File: src/core/arfr_pkg.sv
package arfr_pkg;
	localparam int ADDR_W = 17;
	localparam int IDX_W = 15;
	localparam int DATA_W = 32;
	localparam int WORD_W = 16;
	localparam int DET_N = 3;

	// Word indices; byte address is four times the index
	localparam logic [IDX_W-1:0] IDX_REQ_ERR = 15'h674E;
	localparam logic [IDX_W-1:0] IDX_ACK_STAT = 15'h6750;
	localparam logic [IDX_W-1:0] IDX_REQ_DET1 = 15'h6751;
	localparam logic [IDX_W-1:0] IDX_REQ_DET2 = 15'h6752;
	localparam logic [IDX_W-1:0] IDX_REQ_DET3 = 15'h6753;
	localparam logic [IDX_W-1:0] IDX_GAP_FIRST = 15'h6754;
	localparam logic [IDX_W-1:0] IDX_GAP_LAST = 15'h6774;
	localparam logic [IDX_W-1:0] IDX_AL1_ERR = 15'h6775;
	localparam logic [IDX_W-1:0] IDX_AL1_DET1 = 15'h6776;
	localparam logic [IDX_W-1:0] IDX_AL1_DET2 = 15'h6777;
	localparam logic [IDX_W-1:0] IDX_AL1_DET3 = 15'h6778;
	localparam logic [IDX_W-1:0] IDX_CTRL = 15'h6900;
	localparam logic [IDX_W-1:0] IDX_STATUS = 15'h6901;

	localparam logic [WORD_W-1:0] CODE_REQ_DETAIL = 16'hE506;
	localparam logic [WORD_W-1:0] CODE_AL_DETAIL = 16'hE508;
	localparam logic [WORD_W-1:0] NO_DETAIL = 16'hFFFF;
	localparam logic [WORD_W-1:0] GAP_VALUE = 16'h0000;

	localparam logic [WORD_W-1:0] RST_ERR = 16'h0000;
	localparam logic [WORD_W-1:0] RST_DET = 16'hFFFF;
	localparam logic [WORD_W-1:0] RST_ACK = 16'h0000;
	localparam logic RST_CAP_EN = 1'b1;

	localparam int ACK_AL1_BIT = 8;
	localparam int CTRL_CLR_VALID_BIT = 0;
	localparam int CTRL_CLR_OVR_BIT = 1;
	localparam int CTRL_CAP_EN_BIT = 2;
	localparam int STAT_VALID_BIT = 0;
	localparam int STAT_OVR_BIT = 1;

	localparam logic [1:0] RESP_OKAY = 2'h0;
	localparam logic [1:0] RESP_SLVERR = 2'h2;

	typedef logic [DET_N-1:0][WORD_W-1:0] arfr_det_t;
endpackage

File: src/core/arfr_reg_if.sv
`timescale 1ns/1ps
interface arfr_reg_if;
	logic wr_en;
	logic [arfr_pkg::IDX_W-1:0] wr_idx;
	logic [arfr_pkg::DATA_W-1:0] wr_data;
	logic [3:0] wr_strb;
	logic wr_ok;
	logic rd_en;
	logic [arfr_pkg::IDX_W-1:0] rd_idx;
	logic [arfr_pkg::DATA_W-1:0] rd_data;
	logic rd_ok;

	modport bus (output wr_en, output wr_idx, output wr_data, output wr_strb, input wr_ok,
		output rd_en, output rd_idx, input rd_data, input rd_ok);
	modport regs (input wr_en, input wr_idx, input wr_data, input wr_strb, output wr_ok,
		input rd_en, input rd_idx, output rd_data, output rd_ok);
endinterface

File: src/core/arfr_top.sv
`timescale 1ns/1ps
// How it works
// - With request error code E506 stored, the three request detail words carry detail codes 1 to 3.
// - With any other request error code, the three request detail words read FFFF.
// - The alarm 1 error code word is written only when alarm 1's acknowledge failed.
// - With alarm 1 error code E508 stored, the alarm 1 detail words carry its detail codes 1 to 3.
// - With any other alarm 1 error code, the alarm 1 detail words read FFFF.
// - The request error code of a failed alarm read sits in word 26446 and selects the request detail words.
// - Per-alarm error data is written only when that alarm's acknowledge bit in word 26448 is clear.
module arfr_top (
	input wire logic aclk,
	input wire logic aresetn,
	input wire logic [arfr_pkg::ADDR_W-1:0] s_axi_awaddr,
	input wire logic [2:0] s_axi_awprot,
	input wire logic s_axi_awvalid,
	output logic s_axi_awready,
	input wire logic [arfr_pkg::DATA_W-1:0] s_axi_wdata,
	input wire logic [3:0] s_axi_wstrb,
	input wire logic s_axi_wvalid,
	output logic s_axi_wready,
	output logic [1:0] s_axi_bresp,
	output logic s_axi_bvalid,
	input wire logic s_axi_bready,
	input wire logic [arfr_pkg::ADDR_W-1:0] s_axi_araddr,
	input wire logic [2:0] s_axi_arprot,
	input wire logic s_axi_arvalid,
	output logic s_axi_arready,
	output logic [arfr_pkg::DATA_W-1:0] s_axi_rdata,
	output logic [1:0] s_axi_rresp,
	output logic s_axi_rvalid,
	input wire logic s_axi_rready,
	input wire logic fail_evt,
	input wire logic [arfr_pkg::WORD_W-1:0] req_err_code,
	input wire logic [arfr_pkg::WORD_W-1:0] ack_status,
	input wire arfr_pkg::arfr_det_t req_detail,
	input wire logic [arfr_pkg::WORD_W-1:0] alarm1_err_code,
	input wire arfr_pkg::arfr_det_t alarm1_detail,
	output logic resp_valid,
	output logic resp_overrun
);
	import arfr_pkg::*;

	arfr_reg_if rif ();

	logic [WORD_W-1:0] req_err_ff;
	logic [WORD_W-1:0] ack_stat_ff;
	arfr_det_t req_det_ff;
	logic [WORD_W-1:0] al1_err_ff;
	arfr_det_t al1_det_ff;
	logic resp_valid_ff;
	logic overrun_ff;
	logic cap_en_ff;
	arfr_det_t nxt_req_det;
	arfr_det_t nxt_al1_det;
	logic capture;
	logic al1_failed;
	logic ctrl_wr;
	logic clr_valid;
	logic clr_ovr;
	logic unused_prot;

	assign unused_prot = ^{s_axi_awprot, s_axi_arprot};

	arfr_axil_slave u_axil (
		.aclk(aclk),
		.aresetn(aresetn),
		.s_axi_awaddr(s_axi_awaddr),
		.s_axi_awvalid(s_axi_awvalid),
		.s_axi_awready(s_axi_awready),
		.s_axi_wdata(s_axi_wdata),
		.s_axi_wstrb(s_axi_wstrb),
		.s_axi_wvalid(s_axi_wvalid),
		.s_axi_wready(s_axi_wready),
		.s_axi_bresp(s_axi_bresp),
		.s_axi_bvalid(s_axi_bvalid),
		.s_axi_bready(s_axi_bready),
		.s_axi_araddr(s_axi_araddr),
		.s_axi_arvalid(s_axi_arvalid),
		.s_axi_arready(s_axi_arready),
		.s_axi_rdata(s_axi_rdata),
		.s_axi_rresp(s_axi_rresp),
		.s_axi_rvalid(s_axi_rvalid),
		.s_axi_rready(s_axi_rready),
		.rif(rif.bus)
	);

	arfr_detail_sel #(.TRIGGER(CODE_REQ_DETAIL)) u_req_sel (
		.err_code(req_err_code),
		.det_in(req_detail),
		.det_out(nxt_req_det)
	);

	arfr_detail_sel #(.TRIGGER(CODE_AL_DETAIL)) u_al1_sel (
		.err_code(alarm1_err_code),
		.det_in(alarm1_detail),
		.det_out(nxt_al1_det)
	);

	assign capture = fail_evt && cap_en_ff;
	assign al1_failed = !ack_status[ACK_AL1_BIT];
	assign ctrl_wr = rif.wr_en && (rif.wr_idx == IDX_CTRL) && rif.wr_strb[0];
	assign clr_valid = ctrl_wr && rif.wr_data[CTRL_CLR_VALID_BIT];
	assign clr_ovr = ctrl_wr && rif.wr_data[CTRL_CLR_OVR_BIT];

	// Request-level words: error code and its detail words land on the same edge
	always_ff @(posedge aclk) begin
		if (!aresetn) begin
			req_err_ff <= RST_ERR;
			ack_stat_ff <= RST_ACK;
			req_det_ff <= {DET_N{RST_DET}};
		end else if (capture) begin
			req_err_ff <= req_err_code;
			ack_stat_ff <= ack_status;
			req_det_ff <= nxt_req_det;
		end
	end

	// Alarm 1 words are left untouched when its acknowledge completed normally
	always_ff @(posedge aclk) begin
		if (!aresetn) begin
			al1_err_ff <= RST_ERR;
			al1_det_ff <= {DET_N{RST_DET}};
		end else if (capture && al1_failed) begin
			al1_err_ff <= alarm1_err_code;
			al1_det_ff <= nxt_al1_det;
		end
	end

	// Response flag rises on the capture edge; a new capture beats a software clear
	always_ff @(posedge aclk) begin
		if (!aresetn) begin
			resp_valid_ff <= 1'b0;
		end else if (capture) begin
			resp_valid_ff <= 1'b1;
		end else if (clr_valid) begin
			resp_valid_ff <= 1'b0;
		end
	end

	// Overrun marks a capture that replaced a response not yet cleared
	always_ff @(posedge aclk) begin
		if (!aresetn) begin
			overrun_ff <= 1'b0;
		end else if (capture && resp_valid_ff && !clr_valid) begin
			overrun_ff <= 1'b1;
		end else if (clr_ovr) begin
			overrun_ff <= 1'b0;
		end
	end

	always_ff @(posedge aclk) begin
		if (!aresetn) begin
			cap_en_ff <= RST_CAP_EN;
		end else if (ctrl_wr) begin
			cap_en_ff <= rif.wr_data[CTRL_CAP_EN_BIT];
		end
	end

	assign resp_valid = resp_valid_ff;
	assign resp_overrun = overrun_ff;

	// Writes are accepted only at the control word; read-only words answer and ignore data
	always_comb begin
		rif.wr_ok = 1'b0;
		if ((rif.wr_idx == IDX_REQ_ERR) || (rif.wr_idx == IDX_ACK_STAT) || (rif.wr_idx == IDX_CTRL) ||
			(rif.wr_idx == IDX_STATUS) || ((rif.wr_idx >= IDX_REQ_DET1) && (rif.wr_idx <= IDX_AL1_DET3))) begin
			rif.wr_ok = 1'b1;
		end
	end

	// Read decode; 16-bit words sit in the low half, upper bits read zero
	always_comb begin
		rif.rd_data = '0;
		rif.rd_ok = 1'b1;
		if (rif.rd_idx == IDX_REQ_ERR) begin
			rif.rd_data[WORD_W-1:0] = req_err_ff;
		end else if (rif.rd_idx == IDX_ACK_STAT) begin
			rif.rd_data[WORD_W-1:0] = ack_stat_ff;
		end else if (rif.rd_idx == IDX_REQ_DET1) begin
			rif.rd_data[WORD_W-1:0] = req_det_ff[0];
		end else if (rif.rd_idx == IDX_REQ_DET2) begin
			rif.rd_data[WORD_W-1:0] = req_det_ff[1];
		end else if (rif.rd_idx == IDX_REQ_DET3) begin
			rif.rd_data[WORD_W-1:0] = req_det_ff[2];
		end else if ((rif.rd_idx >= IDX_GAP_FIRST) && (rif.rd_idx <= IDX_GAP_LAST)) begin
			rif.rd_data[WORD_W-1:0] = GAP_VALUE;
		end else if (rif.rd_idx == IDX_AL1_ERR) begin
			rif.rd_data[WORD_W-1:0] = al1_err_ff;
		end else if (rif.rd_idx == IDX_AL1_DET1) begin
			rif.rd_data[WORD_W-1:0] = al1_det_ff[0];
		end else if (rif.rd_idx == IDX_AL1_DET2) begin
			rif.rd_data[WORD_W-1:0] = al1_det_ff[1];
		end else if (rif.rd_idx == IDX_AL1_DET3) begin
			rif.rd_data[WORD_W-1:0] = al1_det_ff[2];
		end else if (rif.rd_idx == IDX_CTRL) begin
			rif.rd_data[CTRL_CAP_EN_BIT] = cap_en_ff;
		end else if (rif.rd_idx == IDX_STATUS) begin
			rif.rd_data[STAT_VALID_BIT] = resp_valid_ff;
			rif.rd_data[STAT_OVR_BIT] = overrun_ff;
		end else begin
			rif.rd_ok = 1'b0;
		end
	end
endmodule

File: src/core/arfr_detail_sel.sv
`timescale 1ns/1ps
module arfr_detail_sel #(
	parameter logic [arfr_pkg::WORD_W-1:0] TRIGGER = 16'h0000
) (
	input wire logic [arfr_pkg::WORD_W-1:0] err_code,
	input wire arfr_pkg::arfr_det_t det_in,
	output arfr_pkg::arfr_det_t det_out
);
	import arfr_pkg::*;

	// Detail words pass only for the trigger code, otherwise all read as no-detail
	assign det_out = (err_code == TRIGGER) ? det_in : {DET_N{NO_DETAIL}};
endmodule

File: src/core/arfr_axil_slave.sv
`timescale 1ns/1ps
module arfr_axil_slave (
	input wire logic aclk,
	input wire logic aresetn,
	input wire logic [arfr_pkg::ADDR_W-1:0] s_axi_awaddr,
	input wire logic s_axi_awvalid,
	output logic s_axi_awready,
	input wire logic [arfr_pkg::DATA_W-1:0] s_axi_wdata,
	input wire logic [3:0] s_axi_wstrb,
	input wire logic s_axi_wvalid,
	output logic s_axi_wready,
	output logic [1:0] s_axi_bresp,
	output logic s_axi_bvalid,
	input wire logic s_axi_bready,
	input wire logic [arfr_pkg::ADDR_W-1:0] s_axi_araddr,
	input wire logic s_axi_arvalid,
	output logic s_axi_arready,
	output logic [arfr_pkg::DATA_W-1:0] s_axi_rdata,
	output logic [1:0] s_axi_rresp,
	output logic s_axi_rvalid,
	input wire logic s_axi_rready,
	arfr_reg_if.bus rif
);
	import arfr_pkg::*;

	logic aw_held_ff;
	logic w_held_ff;
	logic [IDX_W-1:0] aw_idx_ff;
	logic [DATA_W-1:0] wdata_ff;
	logic [3:0] wstrb_ff;
	logic bvalid_ff;
	logic [1:0] bresp_ff;
	logic rvalid_ff;
	logic [1:0] rresp_ff;
	logic [DATA_W-1:0] rdata_ff;
	logic wr_fire;
	logic ar_fire;

	assign s_axi_awready = !aw_held_ff && !bvalid_ff;
	assign s_axi_wready = !w_held_ff && !bvalid_ff;
	assign s_axi_arready = !rvalid_ff;
	assign s_axi_bvalid = bvalid_ff;
	assign s_axi_bresp = bresp_ff;
	assign s_axi_rvalid = rvalid_ff;
	assign s_axi_rresp = rresp_ff;
	assign s_axi_rdata = rdata_ff;

	assign wr_fire = aw_held_ff && w_held_ff && !bvalid_ff;
	assign ar_fire = s_axi_arvalid && s_axi_arready;

	assign rif.wr_en = wr_fire;
	assign rif.wr_idx = aw_idx_ff;
	assign rif.wr_data = wdata_ff;
	assign rif.wr_strb = wstrb_ff;
	assign rif.rd_en = ar_fire;
	assign rif.rd_idx = s_axi_araddr[ADDR_W-1:2];

	always_ff @(posedge aclk) begin
		if (!aresetn) begin
			aw_held_ff <= 1'b0;
			aw_idx_ff <= '0;
		end else if (s_axi_awvalid && s_axi_awready) begin
			aw_held_ff <= 1'b1;
			aw_idx_ff <= s_axi_awaddr[ADDR_W-1:2];
		end else if (wr_fire) begin
			aw_held_ff <= 1'b0;
		end
	end

	always_ff @(posedge aclk) begin
		if (!aresetn) begin
			w_held_ff <= 1'b0;
			wdata_ff <= '0;
			wstrb_ff <= '0;
		end else if (s_axi_wvalid && s_axi_wready) begin
			w_held_ff <= 1'b1;
			wdata_ff <= s_axi_wdata;
			wstrb_ff <= s_axi_wstrb;
		end else if (wr_fire) begin
			w_held_ff <= 1'b0;
		end
	end

	always_ff @(posedge aclk) begin
		if (!aresetn) begin
			bvalid_ff <= 1'b0;
			bresp_ff <= RESP_OKAY;
		end else if (wr_fire) begin
			bvalid_ff <= 1'b1;
			bresp_ff <= rif.wr_ok ? RESP_OKAY : RESP_SLVERR;
		end else if (s_axi_bready) begin
			bvalid_ff <= 1'b0;
		end
	end

	// Read data is sampled in the accepting cycle, so one response never mixes two captures
	always_ff @(posedge aclk) begin
		if (!aresetn) begin
			rvalid_ff <= 1'b0;
			rresp_ff <= RESP_OKAY;
			rdata_ff <= '0;
		end else if (ar_fire) begin
			rvalid_ff <= 1'b1;
			rresp_ff <= rif.rd_ok ? RESP_OKAY : RESP_SLVERR;
			rdata_ff <= rif.rd_data;
		end else if (s_axi_rready) begin
			rvalid_ff <= 1'b0;
		end
	end
endmodule

File: config.mk
export PLATFORM = sky130hd
export DESIGN_NAME = arfr_top
export DESIGN_NICKNAME = d
export VERILOG_FILES = /design/src/core/arfr_pkg.sv /design/src/core/arfr_reg_if.sv /design/src/core/arfr_top.sv /design/src/core/arfr_detail_sel.sv /design/src/core/arfr_axil_slave.sv
export SDC_FILE = /design/constraint.sdc
export NUM_CORES = 1
export LEC_CHECK = 0
export ABC_CLOCK_PERIOD_IN_PS = 1990
export BUFFER_PORTS_ARGS = -buffer_cell sky130_fd_sc_hd__buf_4
export CAP_MARGIN = 20
export CORE_MARGIN = 4
export CORE_UTILIZATION = 53
export CTS_BUF_LIST = sky130_fd_sc_hd__clkbuf_8
export CTS_CLUSTER_SIZE = 10
export DETAILED_ROUTE_END_ITERATION = 8
export PLACE_DENSITY = 0.83
export SLEW_MARGIN = 5
export SYNTH_ARGS = -nofsm -noshare
export SYNTH_HDL_FRONTEND = slang
export SYNTH_SLANG_ARGS = --single-unit
export TNS_END_PERCENT = 50
File: constraint.sdc
create_clock -name aclk -period 1.99 [get_ports aclk]
set_input_delay 0.199 -clock aclk [delete_from_list [all_inputs] [get_ports aclk]]
set_output_delay 0.199 -clock aclk [all_outputs]
set_load 0.01 [all_outputs]
==> results of run 1 <==
## through the flow
stage                     hold slack, ns  util [%]  setup slack [ns]  instance area [sq um]
after floorplan                    0.323         -             0.206                   8330
after global placement             0.408      66.3            0.0645                  10100
after detailed placement           0.413      66.3            0.0268                  10100
after CTS                       0.000358      79.1            0.0420                  12100
after global routing             0.00282      79.4           0.00174                  12100
final                           0.000365      79.4            0.0598                  12100
## cell families (layout without fill, tap and decap cells)
group	after synthesis	after routing	synth area share, %
mux	5	5	0.605
buf+inv	106	445	6.13
compound gates	315	315	25.2
flops	188	188	45.5
simple gates	390	390	22.4
other cells	1	20	0.0454
## power by group through the flow
stage / Sequential (mW) / Combinational [mW] / Clock, mW
after floorplan: 3.99 / 0.404 / 0
after global placement: 4.00 / 0.839 / 0
after detailed placement: 4.01 / 0.851 / 0
after CTS: 3.92 / 1.09 / 2.78
after global routing: 3.94 / 1.22 / 2.95
final: 3.93 / 1.14 / 2.82
## layer usage
layer / vias up / wire length [um]
met5: - / 0
met4: 0 / 2040
met3: 159 / 3080
met2: 633 / 14700
met1: 4287 / 11600
li1: 4238 / -
## worst max-delay path, delay by kind of cell
family                 cells  cell delay [ns]
AOI/OAI and AO/OA          1             0.22
buffers and inverters      3             0.91
and+or+nand+nor            5             0.94
## what timing repair did
| action | in CTS | in global routing |
|---|---|---|
| endpoints found under the hold margin | 151 | 1 |
| resized for setup | 0 | 3 |
| hold buffers | 152 | 1 |
| setup endpoints to repair | 0 | 12 |
## worst paths after layout
path | end | slack (ns) | depth (start not counted)
hold / removal | al1_err_ff[12]$_SDFFE_PN0P_ | 0.0004 | 3
hold reg to reg | u_axil.s_axi_rdata[11]$_SDFFE_PN0P_ | 0.47 | 2
setup reg to reg | req_err_ff[10]$_SDFFE_PN0P_ | 0.31 | 4
setup / recovery | req_det_ff[30]$_SDFFE_PN1P_ | 0.06 | 9
## sequential cells by signal, summed over array words and instances, names as in the netlist, 3 cells and up
register	flops
u_axil.rif.wr_idx	15
ack_stat_ff	16
al1_err_ff	16
u_axil.s_axi_rdata	16
req_det_ff	48
req_err_ff	16
al1_det_ff	48
u_axil.rif.wr_data	3
## placed cells by master (no fill, tap or decap), types with 21 or more instances in the layout
master,count
nand2_1,269
buf_4,245
o22ai_1,124
a21oi_1,21
dfxtp_1,188
a21boi_0,68
dlygate4sd3_1,153
o21ai_0,41
## area by class of cell
cell class                      count  area [sq um]
Multi-Input combinational cell    728          4090
Clock inverter                     13           184
Inverter                            8          30.0
Timing Repair Buffer              406          3540
Tap cell                          211           264
Clock buffer                       18           248
Antenna cell                        2          5.00
Sequential cell                   188          3760
Fill cell                         915          3140
==> results.cfg, run 1 <==
[global_route]
grt-busiest-layer = met2
grt_util_met1_pct = 39.8
grt.met2_usage_pct = 56.4
grt_pass1_vias = 9235
grt_pass1_wl_mm = 48.1
overflow = 0
grt_max_degree = 137
grt.total_usage_pct = 34.3
antenna_found_initial = 1
gr-usage-met3_pct = 9.32

[pwr]
finalPower_mw = 7.89
power_density_mw_per_mm2 = 651
clkPwrFrac_pct = 35.7
swShare_pct = 24.2
power.internal_mw = 5.98
p_comb_share_pct = 14.5
power_frac_seq_pct = 49.8
peakVddDrop_uv = 434
p_leak_nw = 4.88
p_sw_mw = 1.91

[sta]
hold_viol_final = 0
clock.fmax_mhz = 518
rsz0062_at_grt = no
min_period_ns = 1.93
final.setup_skew_ns = 0.0139
setup_viol = 0
worst_slew_margin_rel_pct = 47.4
finalSetupTns_ns = 0
period_share_pct = 97.0
worstMarginPinSlew_ns = 0.788
slew_viol_final = 0

[detailed_routing]
drt_iter0_drc = 1114
dr.pass1.iters = 9
drc_errors = 1
ant_nets = 0
routedWlPerCell_um = 19.9
vias = 9317
wl_mm = 31.3
post_drt_via_cell_ratio = 5.92

[clock_network]
cts_buffers = 17
root_buffer = clkbuf_8
path_clk_slew_ns = 0.09
cts_tree = yes
cts.sinks = 188
postCtsSetupBuffers = 0
insertion_delay_ns = 0.49
htreeDepth = 4
ctsLongestPathBuffers = 2

[logic_synthesis]
yosys.area.top_type_share_pct = 45.5
async_flop_share_pct = 0
yosysSeqAreaShare_pct = 45.5
synth_most_common_cell = nand2_1
synth_cell_types = 58
synth_commonest_cells = nand2_1 (269), dfxtp_1 (188), o22ai_1 (124)
synth_ff_type = dfxtp_1
synthCells = 1005
synth_edf_count = 0
synth_seq_cells = 188
synth_warnings = 0
synth_area_leader_cell = dfxtp_1
synthTopCellsByArea = dfxtp_1 (46%), nand2_1 (12%), o22ai_1 (9.4%), a21boi_0 (6.2%), clkbuf_1 (2.6%)
syn_area_sq_mm = 0.00827
synth_area_per_cell_sq_um = 8.23

[place]
place_congestion = 0.963
numPortBuffers = 210
dp.cells = 1387
hpwl_mm = 18.9

[run_status]
violations = design-rule violations
status = finished with violations

[die]
fp-row-count = 45
die_x_um = 133
start_util_pct = 54.2
ios = 271
core_area_sq_mm = 0.0153
dieArea_sq_mm = 0.0177
die_h_um = 133

[critical_path]
startpoint_type = input pin
critPathArrivalTime_ns = 2.28
worstPathMaxFanout = 22
r2r-start = cap_en_ff$_SDFFE_PN1P_
crit_start = req_err_code[7]
end_kind = register
path_cells = dlygate4sd3_1, buf_4, nor4b_2, nand4_1, nor2_2, nand3_4, buf_12, o22ai_1, nand2_1
worstPathRequired_ns = 2.34
slowest_delay_ns = 0.55
path_class = in2reg
cpMaxStageDelayCell = dlygate4sd3_1

[final_layout]
fin_cells = 1574
finalNetCount = 1577
drive_above_1_share_pct = 22.5
syn_to_final_growth_pct = 46.6

[worst_hold_path]
hp-start = alarm1_err_code[12]
hp-class = in2reg

[run]
drv_cap = 0
No activity file was read; power rests on OpenSTA's default activity.
==> run 2, diff against run 1 <==
Settings changed: ABC_AREA from default to 1.
==> run 2 against run 1 <==
Compared with the run above: the flow now finishes without violations; utilization is 3.5 points lower; critical path depth shrank 3; clock power fell by 17%; setup slack better by 0.069 ns; power shrank 6.8%; routed wire length is 4.6% lower; register-to-register slack got worse by 0.18 ns.
==> results.cfg, run 2 <==
[die]
start_util_pct = 53.9
die_x_um = 135
dieArea_sq_mm = 0.0181
die_h_um = 135
ios = 271
core_area_sq_mm = 0.0158
fp-row-count = 46

[logic_synthesis]
syn_area_sq_mm = 0.00850
synth_seq_cells = 188
synth_edf_count = 0
synth_warnings = 0
yosys.area.top_type_share_pct = 44.3
synth_commonest_cells = nand2_1 (259), dfxtp_1 (188), nor2_1 (130)
synth_most_common_cell = nand2_1
yosysSeqAreaShare_pct = 44.3
synthCells = 1186
synth_cell_types = 38
async_flop_share_pct = 0
synth_area_per_cell_sq_um = 7.17
synth_area_leader_cell = dfxtp_1
synthTopCellsByArea = dfxtp_1 (44%), nand2_1 (11%), o22ai_1 (7.1%), a21oi_1 (6.0%), nor2_1 (5.7%)
synth_ff_type = dfxtp_1

[detailed_routing]
routed.top_layer = met4
routedWlPerCell_um = 17.2
ant_nets = 0
drc_errors = 0
wl_met3_mm = 2.61
post_drt_via_cell_ratio = 5.60
dr.pass1.iters = 5
met2WireLength_mm = 14.1
vias = 9734
drt_iter0_drc = 1071
wl_mm = 29.9
wl_met1_mm = 11.7

[place]
dpl_worst_slack_ns = -0.125
numPortBuffers = 210
place_congestion = 0.917
hpwl_mm = 19.2

[clock_network]
htreeDepth = 4
cts_tree = yes
insertion_delay_ns = 0.46
cts_buffers = 17
root_buffer = clkbuf_8
path_clk_slew_ns = 0.09
ctsLongestPathBuffers = 2
cts.sinks = 188

[pwr]
swShare_pct = 26.2
clkPwrFrac_pct = 31.8
p_sw_mw = 1.93
power_frac_seq_pct = 53.6
power_density_mw_per_mm2 = 614
power.internal_mw = 5.43
p_comb_share_pct = 14.6
p_leak_nw = 5.26
peakVddDrop_uv = 493

[critical_path]
startpoint_type = register
crit_family = simple AND/OR/NAND/NOR gates
reg2reg_depth = 6
critPathArrivalTime_ns = 2.19
slowest_delay_ns = 0.40
r2r_slack_ns = 0.13
cpMaxStageDelayCell = dfxtp_1
crit_buf_inv = 1
worstPathRequired_ns = 2.32
r2r-end = req_det_ff[0]$_SDFFE_PN1P_
worstPathMaxFanout = 48
r2r-start = cap_en_ff$_SDFFE_PN1P_
end_kind = register
path_cells = nand2_2, nor4_1, nand4_1, buf_4, o22ai_1, nand2_1
path_class = reg2reg

[final_layout]
final_common_cell = nand2_1
finalNetCount = 1735
drive_above_1_share_pct = 21.5
final_cell_mix = nand2_1 (258), buf_4 (252), dfxtp_1 (188)
top_regs = al1_det_ff (48), req_det_ff (48)
utilization_pct = 75.9
syn_to_final_growth_pct = 40.9

[global_route]
grt.total_usage_pct = 32.0
overflow = 0
grt_max_degree = 104
antenna_found_initial = 1
grt_pass1_vias = 9246
grt_pass1_wl_mm = 46.1

[worst_hold_path]
hp-class = in2reg
min_path_cells = 3
hold_path_end = ack_stat_ff[7]$_SDFFE_PN0P_
hp-start = ack_status[7]

[sta]
worst_slew_margin_rel_pct = 45.6
hold_viol_final = 0
clock.fmax_mhz = 537
slew_viol_final = 0
min_period_ns = 1.86
setup_viol = 0
period_share_pct = 93.5
final.setup_skew_ns = 0.0119
worst_slack_ns = 0.128
worstMarginPinSlew_ns = 0.816
rsz0062_at_grt = no

[run]
drv_cap = 0

[run_status]
status = complete, no violations
-- run 2: changes by cell type after synthesis, sizes merged, moves of 13 or more --
cell	delta
nor2	+124
inv	+87
a21oi	+81
a21boi	-68
nand3	+39
o22ai	-28
o21ai	+24
nor2b	-18
nor3	+17
and2	-15
a221o	-13
a311oi	+13
-- run 2: how the worst max path moves through the flow --
stage / endpoint / depth (start not counted) / slack (ns) / startpoint
2_1_floorplan: u_axil.s_axi_rdata[13]$_SDFFE_PN0P_ / 15 / 0.34 / s_axi_araddr[9]
3_5_place_dp: u_axil.s_axi_rdata[6]$_SDFFE_PN0P_ / 14 / -0.13 / s_axi_araddr[16]
6_report: req_det_ff[0]$_SDFFE_PN1P_ / 6 / 0.13 / cap_en_ff$_SDFFE_PN1P_
5_1_grt: req_det_ff[0]$_SDFFE_PN1P_ / 6 / 0.05 / cap_en_ff$_SDFFE_PN1P_
3_3_place_gp: u_axil.s_axi_rdata[6]$_SDFFE_PN0P_ / 16 / -0.12 / s_axi_araddr[16]
4_1_cts: req_det_ff[8]$_SDFFE_PN1P_ / 6 / 0.20 / cap_en_ff$_SDFFE_PN1P_
-- run 2: worst reg2reg max path: stages (launching register included) --
cell     delay (ns)
dfxtp_1        0.40
nand2_2        0.13
nor4_1         0.40
nand4_1        0.14
buf_4          0.32
o22ai_1        0.24
nand2_1        0.11
-- run 2: per-stage QoR --
stage / hold slack, ns / cells / TNS [ns] / area (sq um) / total power, mW
finish: 0.0149 / 1738 / 0 / 12000 / 7.35
global route: 0.00245 / 1737 / 0 / 12000 / 7.61
detailed placement: 0.419 / 1587 / -0.797 / 10400 / 4.88
floorplan: 0.328 / 1203 / 0 / 8560 / 4.43
CTS: 0.000215 / 1736 / 0 / 12000 / 7.31
global placement: 0.413 / 1587 / -0.420 / 10400 / 4.86
-- run 2: cell type report --
cell class	instances	area [sq um]
Antenna cell	2	5.00
Clock buffer	18	248
Fill cell	1182	3800
Clock inverter	14	106
Timing Repair Buffer	376	3200
Inverter	97	364
Multi-Input combinational cell	827	4010
Sequential cell	188	3760
Tap cell	216	270
-- run 2: cells by family (layout without fill, tap and decap cells) --
group | after synthesis | count (layout) | share of synthesized area (%)
buffers and inverters | 188 | 505 | 9.48
AO/OA/AOI/OAI | 294 | 294 | 19.7
AND/OR/NAND/NOR | 515 | 515 | 26.5
flip-flops | 188 | 188 | 44.3
other | 1 | 20 | 0.0441
-- run 2: power groups by stage --
stage | registers, mW | clock network (mW) | logic [mW]
after CTS | 3.94 | 2.33 | 1.03
after global placement | 4.03 | 0 | 0.836
after detailed placement | 4.03 | 0 | 0.846
after global routing | 3.96 | 2.49 | 1.16
after floorplan | 4.01 | 0 | 0.414
final | 3.95 | 2.34 | 1.07
-- run 2: per-layer routing --
metal / GRT usage, % / vias to the layer above
met5: 0 / -
met4: 15.3 / 0
met2: 54.0 / 578
met3: 5.77 / 119
met1: 39.6 / 4432
li1: - / 4605
-- run 2: timing repair --
action | in CTS | in global routing
gates resized for setup | 0 | 0
buffers inserted | 0 | 0
hold buffers | 117 | 0
hold endpoints to repair | 117 | 0
